`src/design/pscfg_pkg.sv`:
```
// constants for the synthesizer configuration port
package pscfg_pkg;

   // ----------------------------------------------------------------
   // configuration fields
   // ----------------------------------------------------------------
   localparam int M_W   = 9;
   localparam int N_W   = 2;
   localparam int T_W   = 3;
   localparam int SH_W  = 14;
   localparam int SH_M_LSB = 0;
   localparam int SH_N_LSB = 9;
   localparam int SH_T_LSB = 11;

   localparam logic [8:0] M_RST = 9'h1ff;
   localparam logic [1:0] N_RST = 2'h3;
   localparam logic [2:0] T_RST = 3'h0;
   localparam logic [13:0] SH_RST = 14'h0000;

   // ----------------------------------------------------------------
   // pin synchroniser layout and idle levels
   // ----------------------------------------------------------------
   localparam int SY_W     = 16;
   localparam int SY_SCLK  = 0;
   localparam int SY_SDATA = 1;
   localparam int SY_SLOAD = 2;
   localparam int SY_PLOAD = 3;
   localparam int SY_M_LSB = 4;
   localparam int SY_N_LSB = 13;
   localparam int SY_GATE  = 15;
   // serial pins idle low, parallel pins and gate idle high
   localparam logic [15:0] SY_RST = 16'hfff8;

   // ----------------------------------------------------------------
   // test output selections
   // ----------------------------------------------------------------
   localparam logic [2:0] TEST_LOW   = 3'h0;
   localparam logic [2:0] TEST_SHMSB = 3'h1;
   localparam logic [2:0] TEST_VCO   = 3'h2;
   localparam logic [2:0] TEST_FOUT  = 3'h3;
   localparam logic [2:0] TEST_SCLK  = 3'h4;
   localparam logic [2:0] TEST_SLOAD = 3'h5;
   localparam logic [2:0] TEST_PLOAD = 3'h6;

   // ----------------------------------------------------------------
   // apb register map
   // ----------------------------------------------------------------
   localparam int ADDR_W = 12;
   localparam logic [11:0] ADDR_CFG   = 12'h000;
   localparam logic [11:0] ADDR_CTRL  = 12'h004;
   localparam logic [11:0] ADDR_SHIFT = 12'h008;
   localparam int CTRL_GATE_BIT = 0;
   localparam logic CTRL_GATE_RST = 1'b1;

   // ----------------------------------------------------------------
   // output divider
   // ----------------------------------------------------------------
   localparam int DIV_CNT_W = 3;
   localparam logic [2:0] DIV_CNT_RST = 3'h0;

endpackage : pscfg_pkg

```
`src/design/pscfg_outdiv.sv`:
```
// output divider with glitch-free synchronous gate
`timescale 1ns/10ps
module pscfg_outdiv
   import pscfg_pkg::*;
(
   input  wire logic       sys_clk,
   input  wire logic       sys_rst,
   input  wire logic [1:0] div_code,
   input  wire logic       gate,
   output logic            vco,
   output logic            fout
);

   logic [2:0] cnt_q, cnt_d;
   logic [1:0] code_q, code_d;
   logic       fout_q, fout_d;
   logic       vco_q, vco_d;
   logic [2:0] half_m1;
   logic [3:0] hi_len_q, hi_len_d;

   // ----------------------------------------------------------------
   // divider
   // ----------------------------------------------------------------
   always_comb begin
      half_m1  = 3'((4'h1 << code_q) - 4'h1);
      cnt_d    = 3'(cnt_q + 3'h1);
      fout_d   = fout_q;
      code_d   = code_q;
      vco_d    = ~vco_q;
      hi_len_d = fout_q ? 4'(hi_len_q + 4'h1) : 4'h0;
      if (cnt_q == half_m1) begin
         cnt_d  = DIV_CNT_RST;
         code_d = div_code;
         // high phase always completes; rise only when enabled
         if (fout_q) begin
            fout_d = 1'b0;
         end else begin
            fout_d = gate;
         end
      end
   end

   always_ff @(posedge sys_clk or posedge sys_rst) begin
      if (sys_rst) begin
         cnt_q    <= DIV_CNT_RST;
         code_q   <= N_RST;
         fout_q   <= 1'b0;
         vco_q    <= 1'b0;
         hi_len_q <= 4'h0;
      end else begin
         cnt_q    <= cnt_d;
         code_q   <= code_d;
         fout_q   <= fout_d;
         vco_q    <= vco_d;
         hi_len_q <= hi_len_d;
      end
   end

   assign vco  = vco_q;
   assign fout = fout_q;

   a_fout_high_len: assert property (@(posedge sys_clk) disable iff (sys_rst)
      $fell(fout_q) |-> $past(hi_len_q) == 4'((4'h1 << $past(code_q)) - 4'h1))
      else $error("output high phase has wrong length");

   a_fout_gated_rise: assert property (@(posedge sys_clk) disable iff (sys_rst)
      $rose(fout_q) |-> $past(gate))
      else $error("output rose while gate was low");

endmodule : pscfg_outdiv

```
`src/design/pscfg_top.sv`:
```
// configuration port of the programmable clock synthesizer
`timescale 1ns/10ps
module pscfg_top
   import pscfg_pkg::*;
(
   input  wire logic        sys_clk,
   input  wire logic        sys_rst,
   input  wire logic        ser_clk,
   input  wire logic        ser_data,
   input  wire logic        ser_load,
   input  wire logic        par_load,
   input  wire logic [8:0]  loop_div_in,
   input  wire logic [1:0]  out_div_in,
   input  wire logic        out_gate,
   input  wire logic [11:0] paddr,
   input  wire logic        psel,
   input  wire logic        penable,
   input  wire logic        pwrite,
   input  wire logic [31:0] pwdata,
   input  wire logic [3:0]  pstrb,
   output logic [31:0]      prdata,
   output logic             pready,
   output logic             pslverr,
   output logic [8:0]       loop_div,
   output logic [1:0]       out_div,
   output logic             fout,
   output logic             test_out
);

   logic [15:0] sy1_q, sy2_q;
   logic        sclk_prev_q;
   logic [13:0] sh_q, sh_d;
   logic [8:0]  m_q, m_d;
   logic [1:0]  n_q, n_d;
   logic [2:0]  t_q, t_d;
   logic        test_q, test_d;
   logic        ctrl_gate_q, ctrl_gate_d;
   logic [31:0] prdata_q, prdata_d;
   logic        pready_q, pready_d;
   logic        pslverr_q, pslverr_d;
   logic        sclk_rise;
   logic        ser_data_s;
   logic        ser_load_s;
   logic        par_load_s;
   logic [8:0]  m_pins_s;
   logic [1:0]  n_pins_s;
   logic        gate_s;
   logic        vco_w;
   logic        fout_w;
   logic        apb_done;
   logic        apb_acc;
   logic [31:0] rd_val;
   logic        rd_err;

   // ----------------------------------------------------------------
   // pin synchronisers
   // ----------------------------------------------------------------
   always_ff @(posedge sys_clk or posedge sys_rst) begin
      if (sys_rst) begin
         sy1_q       <= SY_RST;
         sy2_q       <= SY_RST;
         sclk_prev_q <= 1'b0;
      end else begin
         sy1_q       <= {out_gate, out_div_in, loop_div_in, par_load, ser_load, ser_data, ser_clk};
         sy2_q       <= sy1_q;
         sclk_prev_q <= sy2_q[SY_SCLK];
      end
   end

   assign sclk_rise  = sy2_q[SY_SCLK] & ~sclk_prev_q;
   assign ser_data_s = sy2_q[SY_SDATA];
   assign ser_load_s = sy2_q[SY_SLOAD];
   assign par_load_s = sy2_q[SY_PLOAD];
   assign m_pins_s   = sy2_q[SY_M_LSB +: M_W];
   assign n_pins_s   = sy2_q[SY_N_LSB +: N_W];
   assign gate_s     = sy2_q[SY_GATE];

   // ----------------------------------------------------------------
   // shift register and configuration latches
   // ----------------------------------------------------------------
   always_comb begin
      sh_d = sh_q;
      m_d  = m_q;
      n_d  = n_q;
      t_d  = t_q;
      if (sclk_rise) begin
         sh_d = {sh_q[SH_W-2:0], ser_data_s};
      end
      if (ser_load_s) begin
         m_d = sh_q[SH_M_LSB +: M_W];
         n_d = sh_q[SH_N_LSB +: N_W];
         t_d = sh_q[SH_T_LSB +: T_W];
      end
      // parallel path wins when both strobes are transparent
      if (!par_load_s) begin
         m_d = m_pins_s;
         n_d = n_pins_s;
      end
   end

   always_ff @(posedge sys_clk or posedge sys_rst) begin
      if (sys_rst) begin
         sh_q <= SH_RST;
         m_q  <= M_RST;
         n_q  <= N_RST;
         t_q  <= T_RST;
      end else begin
         sh_q <= sh_d;
         m_q  <= m_d;
         n_q  <= n_d;
         t_q  <= t_d;
      end
   end

   // ----------------------------------------------------------------
   // output divider and test output
   // ----------------------------------------------------------------
   pscfg_outdiv u_outdiv (
      .sys_clk  (sys_clk),
      .sys_rst  (sys_rst),
      .div_code (n_q),
      .gate     (gate_s & ctrl_gate_q),
      .vco      (vco_w),
      .fout     (fout_w)
   );

   always_comb begin
      case (t_q)
         TEST_LOW:   test_d = 1'b0;
         TEST_SHMSB: test_d = sh_q[SH_W-1];
         TEST_VCO:   test_d = vco_w;
         TEST_FOUT:  test_d = fout_w;
         TEST_SCLK:  test_d = sy2_q[SY_SCLK];
         TEST_SLOAD: test_d = ser_load_s;
         TEST_PLOAD: test_d = par_load_s;
         default:    test_d = 1'b1;
      endcase
   end

   always_ff @(posedge sys_clk or posedge sys_rst) begin
      if (sys_rst) begin
         test_q <= 1'b0;
      end else begin
         test_q <= test_d;
      end
   end

   // ----------------------------------------------------------------
   // apb slave, one wait state
   // ----------------------------------------------------------------
   assign apb_acc  = psel & penable & ~pready_q;
   assign apb_done = psel & penable & pready_q;

   always_comb begin
      rd_err = 1'b0;
      case (paddr)
         ADDR_CFG:   rd_val = {18'h0_0000, t_q, n_q, m_q};
         ADDR_CTRL:  rd_val = {31'h0000_0000, ctrl_gate_q};
         ADDR_SHIFT: rd_val = {18'h0_0000, sh_q};
         default: begin
            rd_val = 32'h0000_0000;
            rd_err = 1'b1;
         end
      endcase
   end

   always_comb begin
      pready_d    = apb_acc;
      prdata_d    = prdata_q;
      pslverr_d   = 1'b0;
      ctrl_gate_d = ctrl_gate_q;
      if (apb_acc) begin
         prdata_d  = pwrite ? 32'h0000_0000 : rd_val;
         pslverr_d = rd_err;
      end
      if (apb_done && pwrite && paddr == ADDR_CTRL && pstrb[0]) begin
         ctrl_gate_d = pwdata[CTRL_GATE_BIT];
      end
   end

   always_ff @(posedge sys_clk or posedge sys_rst) begin
      if (sys_rst) begin
         pready_q    <= 1'b0;
         prdata_q    <= 32'h0000_0000;
         pslverr_q   <= 1'b0;
         ctrl_gate_q <= CTRL_GATE_RST;
      end else begin
         pready_q    <= pready_d;
         prdata_q    <= prdata_d;
         pslverr_q   <= pslverr_d;
         ctrl_gate_q <= ctrl_gate_d;
      end
   end

   assign prdata   = prdata_q;
   assign pready   = pready_q;
   assign pslverr  = pslverr_q;
   assign loop_div = m_q;
   assign out_div  = n_q;
   assign fout     = fout_w;
   assign test_out = test_q;

   // ----------------------------------------------------------------
   // assertions
   // ----------------------------------------------------------------
   a_shift_on_rise: assert property (@(posedge sys_clk) disable iff (sys_rst)
      sclk_rise |=> sh_q == {$past(sh_q[SH_W-2:0]), $past(ser_data_s)})
      else $error("shift register did not take serial bit");

   a_shift_idle: assert property (@(posedge sys_clk) disable iff (sys_rst)
      !sclk_rise |=> $stable(sh_q))
      else $error("shift register moved without serial clock rise");

   a_serial_transp: assert property (@(posedge sys_clk) disable iff (sys_rst)
      (ser_load_s && par_load_s) |=> (t_q == $past(sh_q[13:11]) && m_q == $past(sh_q[8:0])
         && n_q == $past(sh_q[10:9])))
      else $error("latches not following shift register");

   a_latch_hold: assert property (@(posedge sys_clk) disable iff (sys_rst)
      (!ser_load_s && par_load_s) |=> ($stable(m_q) && $stable(n_q) && $stable(t_q)))
      else $error("configuration changed while both strobes hold");

   a_par_transp: assert property (@(posedge sys_clk) disable iff (sys_rst)
      !par_load_s |=> (m_q == $past(m_pins_s) && n_q == $past(n_pins_s)))
      else $error("latches not following parallel pins");

   a_test_serial_only: assert property (@(posedge sys_clk) disable iff (sys_rst)
      (t_q != $past(t_q)) |-> $past(ser_load_s))
      else $error("test selector changed without serial strobe");

   a_test_fout: assert property (@(posedge sys_clk) disable iff (sys_rst)
      (t_q == TEST_FOUT) |=> test_q == $past(fout_w))
      else $error("test output does not follow synthesized output");

   a_apb_wait: assert property (@(posedge sys_clk) disable iff (sys_rst)
      (psel && penable && !pready_q) |=> (pready_q ##1 !pready_q))
      else $error("apb answer not one cycle after access");

endmodule : pscfg_top

```
`config.mk`:
```
export PLATFORM = sky130hd
export DESIGN_NAME = pscfg_top
export DESIGN_NICKNAME = d
export VERILOG_FILES = /design/src/design/pscfg_pkg.sv /design/src/design/pscfg_outdiv.sv /design/src/design/pscfg_top.sv
export SDC_FILE = /design/constraint.sdc
export NUM_CORES = 1
export LEC_CHECK = 0
export ABC_AREA = 0
export BUFFER_PORTS_ARGS = -buffer_cell sky130_fd_sc_hd__clkbuf_2
export CORE_MARGIN = 3
export CORE_UTILIZATION = 50
export CTS_BUF_LIST = sky130_fd_sc_hd__clkbuf_4 sky130_fd_sc_hd__clkbuf_8 sky130_fd_sc_hd__clkbuf_16
export DETAILED_ROUTE_END_ITERATION = 8
export PLACE_DENSITY = 0.8
export SYNTH_ARGS = -nofsm -noshare
export SYNTH_HDL_FRONTEND = slang
export SYNTH_SLANG_ARGS = --single-unit
```
`constraint.sdc`:
```
create_clock -name sys_clk -period 3.1 [get_ports sys_clk]
set_input_delay 0.465 -clock sys_clk [delete_from_list [all_inputs] [get_ports sys_clk]]
set_output_delay 0.465 -clock sys_clk [all_outputs]
set_load 0.1 [all_outputs]
```
== Yosys cells after proc, flatten, opt, wreduce, memory -nomap -nowiden ==
Index checks and enable logic that the tools add are counted.

* Register bits after elaboration: 104
* Input bits: 69
* Output and inout bits: 47

* $add $sub $neg: 2
* Equal/unequal tests: 10
* Shift-type cells: 1
* Muxes and demuxes: 11
* Bitwise gates (word level): 8
* Reductions and logical operators: 6

{| class="wikitable"
|+ Operator list
! operator !! count
|-
| $pmux W14 S3 || 1
|-
| $mux W32 || 1
|-
| $mux W9 || 2
|-
| $eq A12 B3 Y1 const B || 1
|-
| $eq A12 B4 Y1 const B || 1
|-
| $logic_not A12 Y1 || 1
|-
| $eq A3 B3 Y1 const B || 3
|-
| $pmux W1 S7 || 1
|-
| $eq A3 B2 Y1 const B || 2
|-
| $and A1 B1 Y1 || 5
|-
| $mux W2 || 2
|-
| $add A3 B1 Y3 const B || 1
|-
| $eq A3 B1 Y1 const B || 1
|-
| $eq A3 B3 Y1 || 1
|-
| $logic_and A1 B1 Y1 || 3
|-
| $logic_not A3 Y1 || 1
|-
| $mux W1 || 3
|-
| $mux W3 || 1
|-
| $not A1 Y1 || 3
|-
| $reduce_or A3 Y1 || 1
|-
| $shl A1 B2 Y3 const A || 1
|-
| $sub A3 B1 Y3 const B || 1
|-
| $ne A2 B2 Y1 const B || 1
|}

== Depth between registers and ports, before layout ==
* Depth in word-level cells: 5
* Depth in mapped cells: 5
* Mapped depth without buffers: 4

== Cells and area by module ==
From an unflattened synthesis, not the netlist that was laid out.

* Cell total of the unflattened synthesis: 277
* Area, all modules: 3562.2 µm²

{| class="wikitable"
|+ By module, submodules not included
! module !! instances !! cells each !! area each (µm²) !! seq. area each (µm²)
|-
| pscfg_top || 1 || 229 || 3119.2 || 2024.4
|-
| pscfg_outdiv || 1 || 48 || 442.9 || 177.7
|}

== Worst setup path before layout ==
OpenSTA, ideal clock, no wires.

* Path kind: register to register
* Start point: register pready_q (netlist: pready)
* End point: register prdata_q[10] (netlist: prdata[10])
* Library setup time: 75 ps
* Arrival time: 1995 ps
* Data required time: 3025 ps
* Path slack: 1031 ps
* Stages on the path, launching flop included: 5
* Path buffers: 1
* Period minus slack after synthesis: 2069 ps
* Cells stage by stage: dfrtp_1 > nand3b_1 > or4_4 > buf_6 > o21ai_2

* Longest elaborated chain between the ends: 2

{| class="wikitable"
|+ Ends and longest elaborated chain
! what !! line !! text
|-
| from (decl) || pscfg_top.sv:39 || <nowiki>logic pready_q, pready_d;</nowiki>
|-
| from (signal assigned) || pscfg_top.sv:188 || <nowiki>pready_q <= pready_d;</nowiki>
|-
| $not A1 Y1 || pscfg_top.sv:151 || <nowiki>assign apb_acc = psel & penable & ~pready_q;</nowiki>
|-
| $and A1 B1 Y1 || pscfg_top.sv:151 ||
|-
| to (signal assigned) || pscfg_top.sv:189 || <nowiki>prdata_q <= prdata_d;</nowiki>
|-
| to (decl) || pscfg_top.sv:38 || <nowiki>logic [31:0] prdata_q, prdata_d;</nowiki>
|}

No other way between the ends.
A chain may end at the register's enable or synchronous reset.

== Final worst setup path ==
* Start point: register n_q[0] (netlist: out_div[0])
* End point: output out_div[0]

{| class="wikitable"
|+ RTL lines
! what !! line !! text
|-
| from (decl) || pscfg_top.sv:34 || <nowiki>logic [1:0] n_q, n_d;</nowiki>
|-
| from (signal assigned) || pscfg_top.sv:110 || <nowiki>n_q <= n_d;</nowiki>
|-
| to (decl) || pscfg_top.sv:25 || <nowiki>output logic [1:0] out_div,</nowiki>
|}

No word-level cell between the ends.

==> implementation parameters <==
Parameter                              Value

Routing
  First-pass DRT Iterations    4
  Drt total wl    5683 µm
  Final antenna-violating net count    0
  Via count    1,993
  Average wire per standard cell    14.14 µm
  Starting DRT DRC Count    92
  DRC violations left    0
  Vias per Instance    4.958

Global route
  Overall overflow remaining after global route    0
  Number of antenna violations at the first check in global routing    0
  Overall fraction of global-route tracks in use    16.12%
  Via count of the first global-routing pass    1,988
  Wire length of the first global-routing pass    9404 µm
  Pin count of the biggest net entering global routing    47

Floorplan
  Num rows    29
  Die Span Y    88.59 µm
  Starting density of the core    52.51%
  Die footprint    7848 µm²
  Standard cell core area    6495 µm²
  I/O pin count    116
  Die Wd    88.59 µm

Worst setup path
  Crit path capture type    primary output
  WP data required    2630 ps
  Number of buffers and inverters on the critical path    1
  Critical-path maximum fanout    4
  R2r setup slk    1400 ps
  Worst stage delay on the critical path    560 ps
  Cell family with the largest share of critical-path delay    flip-flops
  Critical path, cell by cell    clkbuf_2
  Critical path launch point type    flop
  Crit path DAT    1370 ps
  Critical Path Slowest Stage Cell    sky130_fd_sc_hd__dfstp_2
  Worst Setup Path Type    reg -> out

Logic synthesis
  Synth Flop Type    sky130_fd_sc_hd__dfrtp_1
  Cells after Synth    253
  Mapped cell area    3411 µm²
  Average size of a mapped cell    13.48 µm²
  Seq/Total Area, Yosys    64.56%
  FF+latch count, synth    86
  Number of warnings printed during yosys synthesis    0
  Number of synthesized flops with an enable pin    0
  Distinct cell type count of the synthesized netlist    38
  Async S/R FF share, synth    100.0%

Pwr
  Switching power    1.091 mW
  Portion of total power attributed to the clock network    25.6%
  Peak VDD IR    0.0004022 V
  Leakage power total    1.889 nW
  Fraction of power consumed by sequential logic    49.7%
  Overall power after layout    3.068 mW
  Logic gate share of total power    24.7%
  Switching share of power    35.56%
  Cell Pwr Density    778.8 nW/µm²
  Internal power consumption    1.977 mW

Clocking
  Root buffer selected by CTS    sky130_fd_sc_hd__clkbuf_8
  Worst skew pair latency    350 ps
  H-Tree Depth    3
  Largest buffer count on any clock path    2
  Count of instances resized after the clock tree is built    0
  Clock buffers created by TritonCTS    9
  Buffer count from post-CTS setup fixing    0
  Hold buffer count at cts    0
  Clock slew seen by the registers of the worst setup and hold paths    90 ps
  Sinks on the clock net    86
  CTS tree    done

Hold path
  Type of the worst min-delay path    in -> reg

Timing
  Count of final setup violators    0
  Fin crit share    59.34%
  Post-Route Skew    8.078 ps
  Total count of hold-check failures in the final report    0
  Maximum achievable frequency    543.6 MHz
  Slew at the pin closest to its max-slew limit    797.9 ps
  Setup TNS    0 ps
  Worst slew slack as a fraction of its limit    46.80%
  Min Tclk post-route    1839 ps
  Worst path setup slack after routing    1261 ps
  Setup repair after global routing missed its margin    false
  Number of max-slew violations in the final report    0

Final layout
  Ratio of cells with drive above 1 in the final layout    48.62%
  Ant. Diodes    0
  Commonest cells after routing, fill and taps aside    63 x sky130_fd_sc_hd__clkbuf_2, 46 x sky130_fd_sc_hd__dfrtp_1, 40 x sky130_fd_sc_hd__dfstp_2
  Leading cell type in the layout, fill and taps excluded    sky130_fd_sc_hd__clkbuf_2
  Signed area change from the synthesized netlist to the final layout    15.52%
  Fin cells    402
  Number of nets in the finished design    390

Placement
  Worst slack after detailed placement    1200 ps
  Final estimated routing congestion in global placement    0.7593
  Number of input and output port buffers inserted    63
  Detailed placer's ending HPWL    4045 µm
  Placed cell count    386

Run
  Max-Cap Viols    0

Run status
  Run status    finished clean
-- power by group through the flow --
stage / clock network [mW] / logic (mW) / registers, mW
floorplan: 0 / 0.447 / 1.72
global placement: 0 / 0.746 / 1.53
detailed placement: 0 / 0.767 / 1.54
CTS: 0.811 / 0.770 / 1.53
global route: 0.867 / 0.816 / 1.56
finish: 0.784 / 0.759 / 1.52
-- layer usage --
metal / global-route usage, % / share of wire [%] / vias to the layer above
met2: 25.49 / 50 / 59
met4: 5.357 / 1.2 / 0
li1: - / - / 961
met5: 0 / 0 / -
met3: 6.797 / 6.2 / 8
met1: 20.16 / 43 / 965
-- worst paths after layout --
| kind | startpoint | end | cells after the start |
|---|---|---|---|
| setup / recovery | out_div[0]$_DFFE_PP1P_ | out_div[0] | 1 |
| hold / removal | loop_div_in[1] | sy1_q[5]$_DFF_PP1_ | 1 |
| setup reg to reg | pready$_DFF_PP0_ | prdata[1]$_DFFE_PP0P_ | 4 |
| hold reg to reg | sy1_q[1]$_DFF_PP0_ | sy2_q[1]$_DFF_PP0_ | 0 |
| max in group asynchronous | sys_rst | loop_div[0]$_DFFE_PP1P_ | 3 |
| min in group asynchronous | sys_rst | sy1_q[2]$_DFF_PP0_ | 2 |
-- cells in the mapped netlist, types with 2 or more instances --
master,number,share of area [%]
sky130_fd_sc_hd__buf_2,3,0.44
sky130_fd_sc_hd__or4_1,2,0.44
sky130_fd_sc_hd__o21ai_2,10,2.6
sky130_fd_sc_hd__buf_4,18,4.0
sky130_fd_sc_hd__dfrtp_1,46,34
sky130_fd_sc_hd__nand3b_1,3,0.66
sky130_fd_sc_hd__inv_1,3,0.33
sky130_fd_sc_hd__nand2_1,19,2.1
sky130_fd_sc_hd__o21ai_0,7,1.0
sky130_fd_sc_hd__dfstp_2,40,31
sky130_fd_sc_hd__mux2_2,19,6.3
sky130_fd_sc_hd__nor2_1,15,1.7
sky130_fd_sc_hd__a21oi_1,13,1.9
sky130_fd_sc_hd__clkbuf_1,5,0.55
sky130_fd_sc_hd__mux2i_1,26,7.6
sky130_fd_sc_hd__and2_1,2,0.37
-- final cells by class --
| type | count | area, µm² |
|---|---|---|
| timing repair buffer | 67 | 345.3 |
| sequential | 86 | 2202 |
| multi-input combinational | 153 | 1077 |
| fill | 542 | 2555 |
| inverter | 3 | 12.51 |
| tap | 77 | 96.34 |
| clock buffer | 9 | 123.9 |
| clock inverter | 7 | 82.58 |
-- metrics by stage --
| step | util, % | area, µm² | hold WS, ps |
|---|---|---|---|
| floorplan | - | 3475 | 331.2 |
| global placement | 57.48 | 3734 | 334.3 |
| detailed placement | 57.48 | 3734 | 337.1 |
| CTS | 60.66 | 3940 | 154.0 |
| global route | 60.66 | 3940 | 146.4 |
| finish | 60.66 | 3940 | 179.5 |
-- flip-flops by register name (all words and copies together), names as in the netlist --
register and cells:
sy1_q 16, sy2_q 16, prdata 14, sh_q 14
loop_div 9, t_q 3, u_outdiv.cnt_q 3, out_div 2
u_outdiv.code_q 2, ctrl_gate_q 1, pready 1, pslverr 1
sclk_prev_q 1, test_out 1, u_outdiv.fout 1, u_outdiv.vco 1
-- kinds of logic after synthesis --
family                   synth area share [%]
AO/OA/AOI/OAI                           6.603
XOR/XNOR                               0.2568
adder cells (fa/ha/maj)                0.3668
buffers and inverters                   5.722
flip-flops                              64.56
multiplexers                            14.23
other                                  0.1099
AND/OR/NAND/NOR                         8.144
Note: power is estimated with default switching activity, not from simulation.
